[src/hdl/edge_irq_pkg.sv]
// edge_irq_pkg: constants for the low edge-interrupt selection block.
// assumes one 200 MHz core clock and a decoded register port in front.
// Operation
// [RULE1] 24-bit RW select register, offset 22h, zero reset
// [RULE2] two bits per input, input n at 2n+1:2n
// [RULE3] field 0h: never raise an interrupt
// [RULE4] field 1h: interrupt on rise above threshold
// [RULE5] field 2h: interrupt on fall below threshold
// [RULE6] field 3h: interrupt on both edges
// [RULE7] inputs 8-11 use group 8-11 threshold
// [RULE8] inputs 4-7 use group 4-7 threshold
// [RULE9] inputs 0-3 use group 0-3 threshold
// [RULE10] edges follow current 2-bit group threshold field
// [RULE11] compare new sample with previous sample only
// [RULE12] read returns last written value, no side effects
package edge_irq_pkg;
   localparam int unsigned addr_width = 6;
   localparam int unsigned data_width = 24;
   localparam int unsigned num_inputs = 12;
   localparam int unsigned field_width = 2;
   localparam int unsigned group_size = 4;
   localparam int unsigned num_groups = 3;
   localparam logic [5:0] select_low_offset = 6'h22;
   localparam logic [23:0] select_low_reset = 24'h000000;
   localparam logic [23:0] unmapped_read_value = 24'h000000;
   localparam logic [1:0] edge_sel_none = 2'h0;
   localparam logic [1:0] edge_sel_rise = 2'h1;
   localparam logic [1:0] edge_sel_fall = 2'h2;
   localparam logic [1:0] edge_sel_both = 2'h3;
   localparam logic [1:0] threshold_reset = 2'h0;
   localparam int unsigned read_latency = 1;
   localparam int unsigned event_latency = 1;
endpackage : edge_irq_pkg

[src/hdl/edge_select_cell.sv]
// edge_select_cell: edge detector and edge selection for one input.
// assumes sample strobe and comparator result come from core_clk logic.
module edge_select_cell
   import edge_irq_pkg::*;
(
   input wire logic core_clk, // core clock
   input wire logic reset, // synchronous, active high
   input wire logic [1:0] sel, // edge selection field
   input wire logic sample_strobe, // new comparator sample present
   input wire logic above, // comparator result, 1 = above threshold
   input wire logic rebase, // threshold of the group changed
   output logic fire // combinational event for this sample
);
   logic prev_r;
   logic prev_nxt;
   logic primed_r;
   logic primed_nxt;
   logic rise;
   logic fall;

   // edge terms only exist between two real samples
   always_comb
   begin
      // a sample in the retune cycle only becomes the new baseline
      rise = sample_strobe && primed_r && !rebase // [RULE10]
         && !prev_r && above; // [RULE11]
      fall = sample_strobe && primed_r && !rebase // [RULE10]
         && prev_r && !above; // [RULE11]
      case (sel)
         edge_sel_none: fire = 1'b0; // [RULE3]
         edge_sel_rise: fire = rise; // [RULE4]
         edge_sel_fall: fire = fall; // [RULE5]
         edge_sel_both: fire = rise || fall; // [RULE6]
         default: fire = 1'b0;
      endcase
   end

   // a threshold change drops the old baseline, so the new level
   // is learnt first and no false edge comes out of the retune
   always_comb
   begin
      prev_nxt = prev_r;
      primed_nxt = primed_r;
      if (sample_strobe)
      begin
         prev_nxt = above; // [RULE11]
         primed_nxt = 1'b1;
      end
      if (rebase)
      begin
         primed_nxt = sample_strobe; // [RULE10]
      end
   end

   always_ff @(posedge core_clk)
   begin
      if (reset)
      begin
         prev_r <= 1'b0;
         primed_r <= 1'b0;
      end
      else
      begin
         prev_r <= prev_nxt;
         primed_r <= primed_nxt;
      end
   end

   property p_none_silent;
      @(posedge core_clk) disable iff (reset)
      (sel == edge_sel_none) |-> !fire;
   endproperty
   a_none_silent: assert property (p_none_silent) // [RULE3]
      else $error("edge fired with selection none");

   property p_rise_only;
      @(posedge core_clk) disable iff (reset)
      (sel == edge_sel_rise && fire) |-> (above && !prev_r);
   endproperty
   a_rise_only: assert property (p_rise_only) // [RULE4]
      else $error("rise selection fired without a rising edge");

   property p_fall_only;
      @(posedge core_clk) disable iff (reset)
      (sel == edge_sel_fall && fire) |-> (!above && prev_r);
   endproperty
   a_fall_only: assert property (p_fall_only) // [RULE5]
      else $error("fall selection fired without a falling edge");

   property p_both_edges;
      @(posedge core_clk) disable iff (reset)
      (sel == edge_sel_both && sample_strobe && primed_r && !rebase
         && (above != prev_r)) |-> fire;
   endproperty
   a_both_edges: assert property (p_both_edges) // [RULE6]
      else $error("both selection missed a transition");

   property p_sampled_only;
      @(posedge core_clk) disable iff (reset)
      fire |-> (sample_strobe && primed_r);
   endproperty
   a_sampled_only: assert property (p_sampled_only) // [RULE11]
      else $error("edge fired on an input that was not sampled");

   property p_rebase_quiet;
      @(posedge core_clk) disable iff (reset)
      rebase |-> !fire;
   endproperty
   a_rebase_quiet: assert property (p_rebase_quiet) // [RULE10]
      else $error("edge fired in the cycle of a threshold change");
endmodule : edge_select_cell

[src/hdl/edge_irq_select_low.sv]
// edge_irq_select_low: selection register for inputs 0-11 and the
// per-input edge filters that turn comparator crossings into events.
// assumes the serial front end hands over decoded register accesses,
// and that the comparator sequencer and the threshold register run on
// core_clk, so none of those inputs needs a synchroniser.
module edge_irq_select_low
   import edge_irq_pkg::*;
#(
   parameter int unsigned inputs = num_inputs // switch inputs handled
)
(
   input wire logic core_clk, // core clock, 200 MHz
   input wire logic reset, // synchronous, active high
   input wire logic [5:0] reg_addr, // register offset of access
   input wire logic reg_wr, // write strobe, one cycle
   input wire logic [23:0] reg_wdata, // write data
   input wire logic reg_rd, // read strobe, one cycle
   output logic [23:0] reg_rdata, // read data, valid with reg_rvalid
   output logic reg_rvalid, // read answer pulse
   input wire logic [1:0] threshold_group_0_to_3, // group 0-3 level
   input wire logic [1:0] threshold_group_4_to_7, // group 4-7 level
   input wire logic [1:0] threshold_group_8_to_11, // group 8-11 level
   input wire logic [11:0] sample_strobe, // per-input sample taken
   input wire logic [11:0] comp_above, // per-input comparator result
   output logic [23:0] input_threshold_sel, // level used per input
   output logic [11:0] edge_irq_event, // selected edge seen, pulse
   output logic [23:0] edge_irq_select_inputs_low // current selection
);
   logic [23:0] select_r;
   logic [23:0] select_nxt;
   logic [23:0] rdata_r;
   logic [23:0] rdata_nxt;
   logic rvalid_r;
   logic rvalid_nxt;
   logic [5:0] group_thr_r;
   logic [5:0] group_thr_nxt;
   logic [5:0] group_thr_now;
   logic [2:0] group_changed;
   logic [23:0] thr_sel_r;
   logic [23:0] thr_sel_nxt;
   logic [11:0] event_r;
   logic [11:0] event_nxt;
   logic [11:0] fire;
   logic hit;

   assign hit = (reg_addr == select_low_offset);
   assign group_thr_now = {threshold_group_8_to_11,
                           threshold_group_4_to_7,
                           threshold_group_0_to_3};

   // register write path; only the selection register is mapped here,
   // writes to any other offset belong to neighbouring blocks
   always_comb
   begin
      select_nxt = select_r;
      if (reg_wr && hit)
      begin
         select_nxt = reg_wdata; // [RULE1]
      end
   end

   // read path: value before a same-cycle write, no side effects
   always_comb
   begin
      rdata_nxt = rdata_r;
      rvalid_nxt = 1'b0;
      if (reg_rd)
      begin
         rvalid_nxt = 1'b1;
         if (hit)
         begin
            rdata_nxt = select_r; // [RULE12]
         end
         else
         begin
            rdata_nxt = unmapped_read_value;
         end
      end
   end

   always_ff @(posedge core_clk)
   begin
      if (reset)
      begin
         select_r <= select_low_reset; // [RULE1]
         rdata_r <= unmapped_read_value;
         rvalid_r <= 1'b0;
      end
      else
      begin
         select_r <= select_nxt;
         rdata_r <= rdata_nxt;
         rvalid_r <= rvalid_nxt;
      end
   end

   // group threshold tracking; a change restarts that group's baselines
   always_comb
   begin
      group_thr_nxt = group_thr_now;
      for (int g = 0; g < num_groups; g++)
      begin
         group_changed[g] = (group_thr_now[g*2 +: 2]
                             != group_thr_r[g*2 +: 2]); // [RULE10]
      end
   end

   // each input gets its group's change flag and its own selection field
   genvar i;
   generate
      for (i = 0; i < inputs; i++)
      begin : g_input
         localparam int unsigned grp = i / group_size; // group of input
         edge_select_cell u_cell (
            .core_clk(core_clk),
            .reset(reset),
            .sel(select_r[i*field_width +: field_width]), // [RULE2]
            .sample_strobe(sample_strobe[i]),
            .above(comp_above[i]),
            .rebase(group_changed[grp]), // [RULE7] [RULE8] [RULE9]
            .fire(fire[i])
         );
      end
   endgenerate

   // one process for the per-input threshold view, so no vector is
   // written by several processes
   always_comb
   begin
      for (int k = 0; k < num_inputs; k++) // [RULE7] [RULE8] [RULE9]
      begin
         thr_sel_nxt[k*2 +: 2] = group_thr_now[(k / group_size)*2 +: 2];
      end
      event_nxt = fire;
   end

   // outputs all come from flops; events last exactly one cycle
   always_ff @(posedge core_clk)
   begin
      if (reset)
      begin
         group_thr_r <= {num_groups{threshold_reset}};
         thr_sel_r <= {num_inputs{threshold_reset}};
         event_r <= 12'h000;
      end
      else
      begin
         group_thr_r <= group_thr_nxt;
         thr_sel_r <= thr_sel_nxt;
         event_r <= event_nxt;
      end
   end

   assign reg_rdata = rdata_r;
   assign reg_rvalid = rvalid_r;
   assign input_threshold_sel = thr_sel_r;
   assign edge_irq_event = event_r;
   assign edge_irq_select_inputs_low = select_r;

   property p_reset_zero;
      @(posedge core_clk)
      reset |=> (select_r == select_low_reset && event_r == 12'h000);
   endproperty
   a_reset_zero: assert property (p_reset_zero) // [RULE1]
      else $error("selection or events not clear after reset");

   property p_write_store;
      @(posedge core_clk) disable iff (reset)
      (reg_wr && hit) |=> (select_r == $past(reg_wdata));
   endproperty
   a_write_store: assert property (p_write_store) // [RULE1]
      else $error("write to selection register not stored");

   property p_read_back;
      @(posedge core_clk) disable iff (reset)
      (reg_rd && hit) |=> (reg_rvalid && reg_rdata == $past(select_r));
   endproperty
   a_read_back: assert property (p_read_back) // [RULE12]
      else $error("read did not return the stored selection");

   property p_read_no_effect;
      @(posedge core_clk) disable iff (reset)
      (reg_rd && !reg_wr) |=> (select_r == $past(select_r));
   endproperty
   a_read_no_effect: assert property (p_read_no_effect) // [RULE12]
      else $error("read disturbed the selection register");

   property p_field_layout;
      @(posedge core_clk) disable iff (reset)
      (reg_wr && hit && reg_wdata[23:22] == edge_sel_none)
         |=> ##1 !edge_irq_event[11];
   endproperty
   a_field_layout: assert property (p_field_layout) // [RULE2]
      else $error("input 11 fired after its field was cleared");

   property p_group_low;
      @(posedge core_clk) disable iff (reset)
      1'b1 |=> (input_threshold_sel[7:0]
                == {4{$past(threshold_group_0_to_3)}});
   endproperty
   a_group_low: assert property (p_group_low) // [RULE9]
      else $error("inputs 0-3 not on their group threshold");

   property p_group_mid;
      @(posedge core_clk) disable iff (reset)
      1'b1 |=> (input_threshold_sel[15:8]
                == {4{$past(threshold_group_4_to_7)}});
   endproperty
   a_group_mid: assert property (p_group_mid) // [RULE8]
      else $error("inputs 4-7 not on their group threshold");

   property p_group_high;
      @(posedge core_clk) disable iff (reset)
      1'b1 |=> (input_threshold_sel[23:16]
                == {4{$past(threshold_group_8_to_11)}});
   endproperty
   a_group_high: assert property (p_group_high) // [RULE7]
      else $error("inputs 8-11 not on their group threshold");

   property p_retune_quiet;
      @(posedge core_clk) disable iff (reset)
      (threshold_group_0_to_3 != $past(threshold_group_0_to_3))
         |=> (edge_irq_event[3:0] == 4'h0);
   endproperty
   a_retune_quiet: assert property (p_retune_quiet) // [RULE10]
      else $error("event from a stale baseline after retune");

   property p_event_cause;
      @(posedge core_clk) disable iff (reset)
      (|edge_irq_event) |-> ((edge_irq_event & $past(sample_strobe))
                             == edge_irq_event);
   endproperty
   a_event_cause: assert property (p_event_cause) // [RULE11]
      else $error("event without a sample one cycle before");
endmodule : edge_irq_select_low

[config.mk]
export PLATFORM = sky130hd
export DESIGN_NAME = edge_irq_select_low
export DESIGN_NICKNAME = d
export VERILOG_FILES = /design/src/hdl/edge_irq_pkg.sv /design/src/hdl/edge_select_cell.sv /design/src/hdl/edge_irq_select_low.sv
export SDC_FILE = /design/constraint.sdc
export NUM_CORES = 1
export LEC_CHECK = 0
export BUFFER_PORTS_ARGS = -buffer_cell sky130_fd_sc_hd__buf_4
export CORE_MARGIN = 3
export CORE_UTILIZATION = 49
export CTS_CLUSTER_DIAMETER = 120
export DETAILED_ROUTE_END_ITERATION = 12
export GPL_TIMING_DRIVEN = 0
export HOLD_SLACK_MARGIN = 0.12
export PLACE_DENSITY = 0.83
export SYNTH_ARGS = -nofsm -noshare
export SYNTH_HDL_FRONTEND = slang
export SYNTH_HIERARCHICAL = 1
export SYNTH_SLANG_ARGS = --single-unit
[constraint.sdc]
create_clock -name core_clk -period 1.3 [get_ports core_clk]
set_clock_uncertainty 0.1 [all_clocks]
set_input_delay 0 -clock core_clk [delete_from_list [all_inputs] [get_ports core_clk]]
set_output_delay 0 -clock core_clk [all_outputs]
set_load 0.01 [all_outputs]
==> impl_metrics.tcl, run 1 <==
set metrics [dict create \
    status "complete, but fails checks" \
    violations "hold timing, setup timing" \
    route.vias.total 4134 \
    clk_path_buf_depth 2 \
    synth_flop_cell "dfxtp_1" \
    tightest_slew_ns 0.7673 \
    hold_path.class "input pin to flop" \
    cp-start-kind "flop" \
    max_cap_viol_count 0 \
    p_seq_share_pct 47.3 \
    period_needed_ns 1.358 \
    async_reset_ff_share_pct 0 \
    numCtsBuffers 9 \
    dr.pass1.iters 5 \
    p_total_w 0.006114 \
    remaining_drc_errors 0 \
    dieArea_um2 9163 \
    synth_seq_area_share_pct 46.18 \
    htreeDepth 3 \
    start_util_pct 50.79 \
    yosysUniqueCellTypes 24 \
    max_freq_ghz 0.7363 \
    fillCellCount 462 \
    rows 32 \
    finalWorstSetupSlack_ns -0.05814 \
    synth_nets 475 \
    fp.coreArea_um2 7767 \
    final_hold_viol_count 1 \
    syn_inst 411 \
    finalMaxSlewViolations 0 \
    cts_tree "done" \
    layout-drive-gt1-share_pct 45.50 \
    clock_power_share_pct 38.0 \
    internal_power_w 0.004667 \
    synth_area_per_cell_um2 9.599 \
    rsz0062_at_grt "yes" \
    yosysWarnings 6 \
    path_class "flop to flop" \
    design.portCount 149 \
    cts.clk_slew.worst_paths_ns 0.09 \
    dr.first_iter.drc_count 212 \
    ir_drop_uv 686.4 \
    critPathMaxFanout 4 \
    worst_hold_slack_ns -0.05892 \
    power_density_nw_per_um2 966.1 \
    place_congestion 0.7986 \
    dp_slack_ns -0.1742 \
    p_sw_share_pct 23.66 \
    grt_start_max_net_pins 31 \
    track_usage_pct 30.19 \
    critPathCaptureType "flop" \
    grt-ovfl-total 0 \
    p_sw_w 0.001447 \
    layout.nets 704 \
    antenna_found_initial 0 \
    cp_data_arrival_time_ns 1.56 \
    wl_per_cell_um 18.66 \
    drt-total-wl_um 13940 \
    clock-root-buffer "clkbuf_8" \
    power_frac_comb_pct 14.7 \
    viasPerCell 5.534 \
    setup_tns_ns -0.1157 \
    dieWidth_um 95.73 \
    first_global_vias 4312 \
    grt_pass1_wl_um 21140 \
    cts.sinks 91 \
    finalSetupViolCount 4 \
    fin_crit_sh_pct 104.5 \
    clk_latency_ns 0.36 \
    synth_edf_count 0 \
    synth-seq-cells 91 \
    critPathRequiredTime_ns 1.50 \
    syn_area_um2 3945 \
    area_delta_synth_final_pct 60.42 \
    port-buffer-count 147 \
    ant_nets 0 \
    hpwlAfterDp_um 8175 \
    slew_headroom_pct 48.85 \
    p_leak_nw 2.650 \
    die_y_um 95.73 \
]
registers in the layout (all words and copies together), names as in the netlist:
register / flops
g_input.u_cell/prev_r: 12
edge_irq_select_inputs_low: 24
reg_rdata: 24
reg_rvalid: 1
input_threshold_sel: 1
edge_irq_event: 12
group_thr_r: 5
g_input.u_cell/primed_r: 12
critical path, cell delays in order, from the launching register on:
cell      delay, ns
dfxtp_4        0.36
xnor2_2        0.17
nand2_2        0.14
nand2b_4       0.17
a211oi_2       0.19
nor2b_1        0.18
layout by cell type, fill, tap and decap left out, drive strengths merged:
cell / netlist / routed
diode: 0 / 1
xnor2: 6 / 6
clkinv: 0 / 1
clkbuf: 11 / 23
inv: 12 / 12
bufinv: 0 / 3
nand3b: 24 / 24
mux2i: 12 / 12
a211oi: 12 / 12
or3b: 21 / 21
nor2b: 19 / 19
nand2b: 16 / 16
o31ai: 20 / 20
and4bb: 1 / 1
o21ai: 24 / 24
dlygate4sd3: 0 / 62
dfxtp: 91 / 91
a21oi: 40 / 40
buf: 36 / 191
nor2: 13 / 13
nand2: 24 / 24
nand4: 28 / 28
nand4bb: 1 / 1
layout make-up:
type                    instances  area [um^2]  area share (%)
inverters                      12        45.04          0.7117
plain buffers                  47        296.5           4.686
clock inverters                 4        98.84           1.562
diodes                          1        2.502         0.03954
repair buffers                218         1817           28.71
multi-input cells             261         1953           30.86
well taps                     102        127.6           2.017
flip-flops and latches         91         1847           29.18
clock buffers                  11        141.4           2.234
cell families after synthesis:
| family | Yosys count | synth area share [%] |
|---|---|---|
| xor+xnor | 6 | 1.332 |
| buf+inv | 59 | 8.405 |
| simple gates | 147 | 23.41 |
| mux | 12 | 3.045 |
| flops | 91 | 46.18 |
| compound gates | 96 | 17.63 |
path summary, 6_finish.rpt:
kind                                                start                             to  slack, ns  depth (start not counted)
worst max-delay path            group_thr_r[4]$_SDFF_PP0_  edge_irq_event[11]$_SDFF_PP0_      -0.06                          5
worst min-delay path                                reset     reg_rdata[16]$_SDFFE_PP0P_      -0.06                          3
worst max register to register  group_thr_r[4]$_SDFF_PP0_  edge_irq_event[11]$_SDFF_PP0_      -0.06                          5
worst min register to register  reg_rdata[5]$_SDFFE_PP0P_      reg_rdata[5]$_SDFFE_PP0P_       0.38                          2
stage by stage:
step	utilization [%]	instances	hold WS [ns]	area, um^2
final	81.48	747	-0.05892	6329
after detailed placement	66.64	660	0.1341	5176
after CTS	81.49	752	-0.07228	6330
after floorplan	-	411	-0.03093	3945
after global routing	81.44	746	-0.07183	6326
after global placement	66.64	660	0.1269	5176
synthesized netlist by cell type (all sizes together), types with 6 or more instances:
| master | n | area share [%] |
|---|---|---|
| o21ai | 24 | 4.9 |
| xnor2 | 6 | 1.3 |
| a21oi | 40 | 5.1 |
| nor2 | 13 | 1.2 |
| o31ai | 20 | 3.8 |
| inv | 12 | 1.1 |
| dfxtp | 91 | 46 |
| a211oi | 12 | 3.8 |
| nor2b | 19 | 3.0 |
| nand2 | 24 | 2.3 |
| nand3b | 24 | 4.6 |
| mux2i | 12 | 3.0 |
| or3b | 21 | 4.7 |
| clkbuf | 11 | 1.0 |
| nand4 | 28 | 4.4 |
| buf | 36 | 6.2 |
| nand2b | 16 | 2.5 |
routing by layer:
layer | wire [um] | vias up | track usage (%)
li1 | - | 1894 | -
met3 | 1145 | 42 | 8.679
met2 | 7279 | 214 | 54.14
met1 | 5095 | 1984 | 33.25
met4 | 423 | 0 | 12.44
met5 | 0 | - | 0
power by group through the flow:
stage	logic (W)	registers [W]	clock network, W
after floorplan	0.000293	0.00295	0
after global placement	0.000603	0.00295	0
after detailed placement	0.000620	0.00295	0
after CTS	0.000868	0.00289	0.00232
after global routing	0.000952	0.00290	0.00246
final	0.000896	0.00289	0.00232
repair_timing:
action	4_1_cts	5_1_grt
setup buffers	4	3
setup endpoints to repair	12	34
hold buffers	73	3
gates cloned	0	0
hold endpoints to repair	84	27
gates resized for setup	30	17
pin swaps	6	15
(Power assumes the default switching activity.)
==> run 2, diff against run 1 <==
--- a/config.mk
+++ b/config.mk
@@ -7,13 +7,12 @@
 export LEC_CHECK = 0
 export BUFFER_PORTS_ARGS = -buffer_cell sky130_fd_sc_hd__buf_4
 export CORE_MARGIN = 3
-export CORE_UTILIZATION = 49
+export CORE_UTILIZATION = 48
 export CTS_CLUSTER_DIAMETER = 120
 export DETAILED_ROUTE_END_ITERATION = 12
 export GPL_TIMING_DRIVEN = 0
 export HOLD_SLACK_MARGIN = 0.12
-export PLACE_DENSITY = 0.83
+export PLACE_DENSITY = 0.82
 export SYNTH_ARGS = -nofsm -noshare
 export SYNTH_HDL_FRONTEND = slang
-export SYNTH_HIERARCHICAL = 1
 export SYNTH_SLANG_ARGS = --single-unit
==> run 2 against run 1 <==
Effect of this change:
- setup slack improved by 0.095 ns
- area after synthesis fell by 6.3%
- critical endpoint is now edge_irq_event[10]$_SDFF_PP0_
- clock power fell by 24%
- synthesized cell count fell by 7.3%
- register-to-register slack improved by 0.095 ns
- combinational power fell by 9.5%
- cell area fell by 4.8%
- via count fell by 9.2%
- final cell count fell by 3.2%
- fmax rose by 7.5%
- die area fell by 4.1%
- non-clock buffer count rose by 4
- the run ends with hold timing left
==> impl_metrics.tcl, run 2 <==
set metrics [dict create \
    synth_flop_cell "dfxtp_1" \
    synth_edf_count 0 \
    critPathCaptureType "flop" \
    tightest_slew_ns 0.5773 \
    htreeDepth 3 \
    dieWidth_um 93.75 \
    power_density_nw_per_um2 910.6 \
    hold_path.class "input pin to flop" \
    yosys.area.top_type_share_pct 49.29 \
    worst_hold_slack_ns -0.09871 \
    die_y_um 93.75 \
    critPathMaxFanout 8 \
    fillCellCount 453 \
    layout-drive-gt1-share_pct 33.65 \
    p_leak_nw 2.592 \
    reg2reg_slack_ns 0.04 \
    r2r_start "group_thr_r[4]$_SDFF_PP0_" \
    rows 31 \
    start_util_pct 50.15 \
    cts_tree "done" \
    cts.sinks 91 \
    yosysWarnings 0 \
    route.vias.total 3753 \
    synth_seq_area_share_pct 49.29 \
    syn_area_um2 3696 \
    design.portCount 149 \
    antenna_found_initial 0 \
    drt-total-wl_um 12530 \
    ir_drop_uv 559.1 \
    synth.most_common_cell "dfxtp_1" \
    clk_latency_ns 0.36 \
    status "complete, but fails checks" \
    slew_headroom_pct 61.51 \
    setup_tns_ns 0 \
    finalMaxSlewViolations 0 \
    fp.coreArea_um2 7370 \
    yosys.area.top_type "dfxtp_1" \
    rsz0062_at_grt "yes" \
    place_congestion 0.8235 \
    layout.nets 683 \
    wl_per_cell_um 17.33 \
    syn_inst 381 \
    max_freq_ghz 0.7918 \
    diodes 0 \
    remaining_drc_errors 0 \
    numCtsBuffers 9 \
    hpwlAfterDp_um 7656 \
    cts.clk_slew.worst_paths_ns 0.10 \
    yosysUniqueCellTypes 23 \
    path_class "flop to flop" \
    finalSetupViolCount 0 \
    layout_commonest_cell "buf_4" \
    final_cell_mix "buf_4 (172), dfxtp_1 (86), nand2_1 (85)" \
    synth_area_per_cell_um2 9.701 \
    dieArea_um2 8789 \
    place_area_um2 4938 \
    grt_start_max_net_pins 16 \
    track_usage_pct 27.60 \
    max_cap_viol_count 0 \
    area_delta_synth_final_pct 63.03 \
    fin_crit_sh_pct 97.15 \
    clock-root-buffer "clkbuf_8" \
    grt-ovfl-total 0 \
    synth-seq-cells 91 \
    dr.pass1.iters 4 \
    holdCritStartpoint "reg_addr[0]" \
    dr.first_iter.drc_count 197 \
    violations "hold timing" \
    async_reset_ff_share_pct 0 \
    hold_buffers 72 \
    holdPathEnd "reg_rdata[3]$_SDFFE_PP0P_" \
    cp-start-kind "flop" \
    final_hold_viol_count 4 \
    period_needed_ns 1.263 \
    holdPathStages 4 \
    clk_path_buf_depth 2 \
    synthTopCellsByArea "dfxtp_1 (49%), mux2i_1 (9.7%), nand2_1 (8.6%)" \
    viasPerCell 5.191 \
    grt_pass1_wl_um 18840 \
    multi_input_area_um2 1692 \
    synth_common_cells "dfxtp_1 (91), nand2_1 (85), nand3b_1 (37)" \
    ant_nets 0 \
    port-buffer-count 147 \
    r2r_cells 3 \
    synth_nets 445 \
    seq_area_um2 1831 \
    cp_data_arrival_time_ns 1.47 \
    postLayoutCellArea_um2 6026 \
    first_global_vias 3818 \
    r2r-end "edge_irq_event[10]$_SDFF_PP0_" \
    critPathRequiredTime_ns 1.51 \
]
-- run 2: cells by family (layout without fill, tap and decap cells) --
logic type / count (synthesis) / count (layout) / synth area share [%]
AOI/OAI and AO/OA: 46 / 46 / 9.106
xor gates and xnor gates: 6 / 6 / 1.422
buffers and inverters: 43 / 286 / 7.414
DFF: 91 / 91 / 49.29
muxes: 36 / 36 / 9.750
and+or+nand+nor: 159 / 159 / 23.02
-- run 2: stage by stage --
stage          total power (W)  utilization (%)  setup slack (ns)  cells
4_1_cts               0.005431            80.07          0.009315    718
3_5_place_dp          0.003524            67.01           -0.1113    627
5_1_grt               0.005689            81.77          -0.01671    723
2_1_floorplan         0.003215                -           0.09211    381
3_3_place_gp          0.003505            67.01           -0.1086    627
6_report              0.005487            81.77           0.03699    723
-- run 2: critical path, stage by stage (launching register included) --
cell     delay (ns)
dfxtp_4        0.38
xor2_4         0.16
nor3_4         0.33
and4_1         0.24
-- run 2: how the worst max path moves through the flow --
stage / start / end / slack, ns / depth (start not counted)
floorplan: group_thr_r[1]$_SDFF_PP0_ / edge_irq_event[0]$_SDFF_PP0_ / 0.09 / 3
global route: group_thr_r[4]$_SDFF_PP0_ / edge_irq_event[8]$_SDFF_PP0_ / -0.02 / 3
global placement: group_thr_r[2]$_SDFF_PP0_ / edge_irq_event[7]$_SDFF_PP0_ / -0.11 / 3
detailed placement: group_thr_r[2]$_SDFF_PP0_ / edge_irq_event[7]$_SDFF_PP0_ / -0.11 / 3
finish: group_thr_r[4]$_SDFF_PP0_ / edge_irq_event[10]$_SDFF_PP0_ / 0.04 / 3
CTS: group_thr_r[3]$_SDFF_PP0_ / edge_irq_event[5]$_SDFF_PP0_ / 0.009 / 4
-- run 2: repair_timing --
action                     CTS  global route
hold endpoints to repair    91            14
resized for setup            4            18
setup endpoints to repair   23            37
buffers inserted             3             4
pin swaps                    2             3
cloned                       0             1
-- run 2: report_power, final --
| group | total, W | internal [W] | switching (W) |
|---|---|---|---|
| logic | 0.000811 | 0.000478 | 0.000333 |
| clock network | 0.00177 | 0.000751 | 0.00102 |
| registers | 0.00290 | 0.00285 | 0.0000523 |
-- run 2: per-layer routing --
metal / track usage, % / vias to the layer above / share of wire [%]
met5: 0 / - / 0
met4: 11.43 / 0 / 2.2
met3: 5.849 / 24 / 6.8
met2: 50.44 / 148 / 53
met1: 30.73 / 1809 / 38
li1: - / 1772 / -
-- run 2: area by class of cell --
cell class	instances	share of cell area, %
multi-input cells	247	28.07
inverters	1	0.06229
well taps	99	2.056
flip-flops and latches	91	30.38
clock buffers	11	2.346
repair buffers	227	31.87
clock inverters	5	0.6437
plain buffers	42	4.568
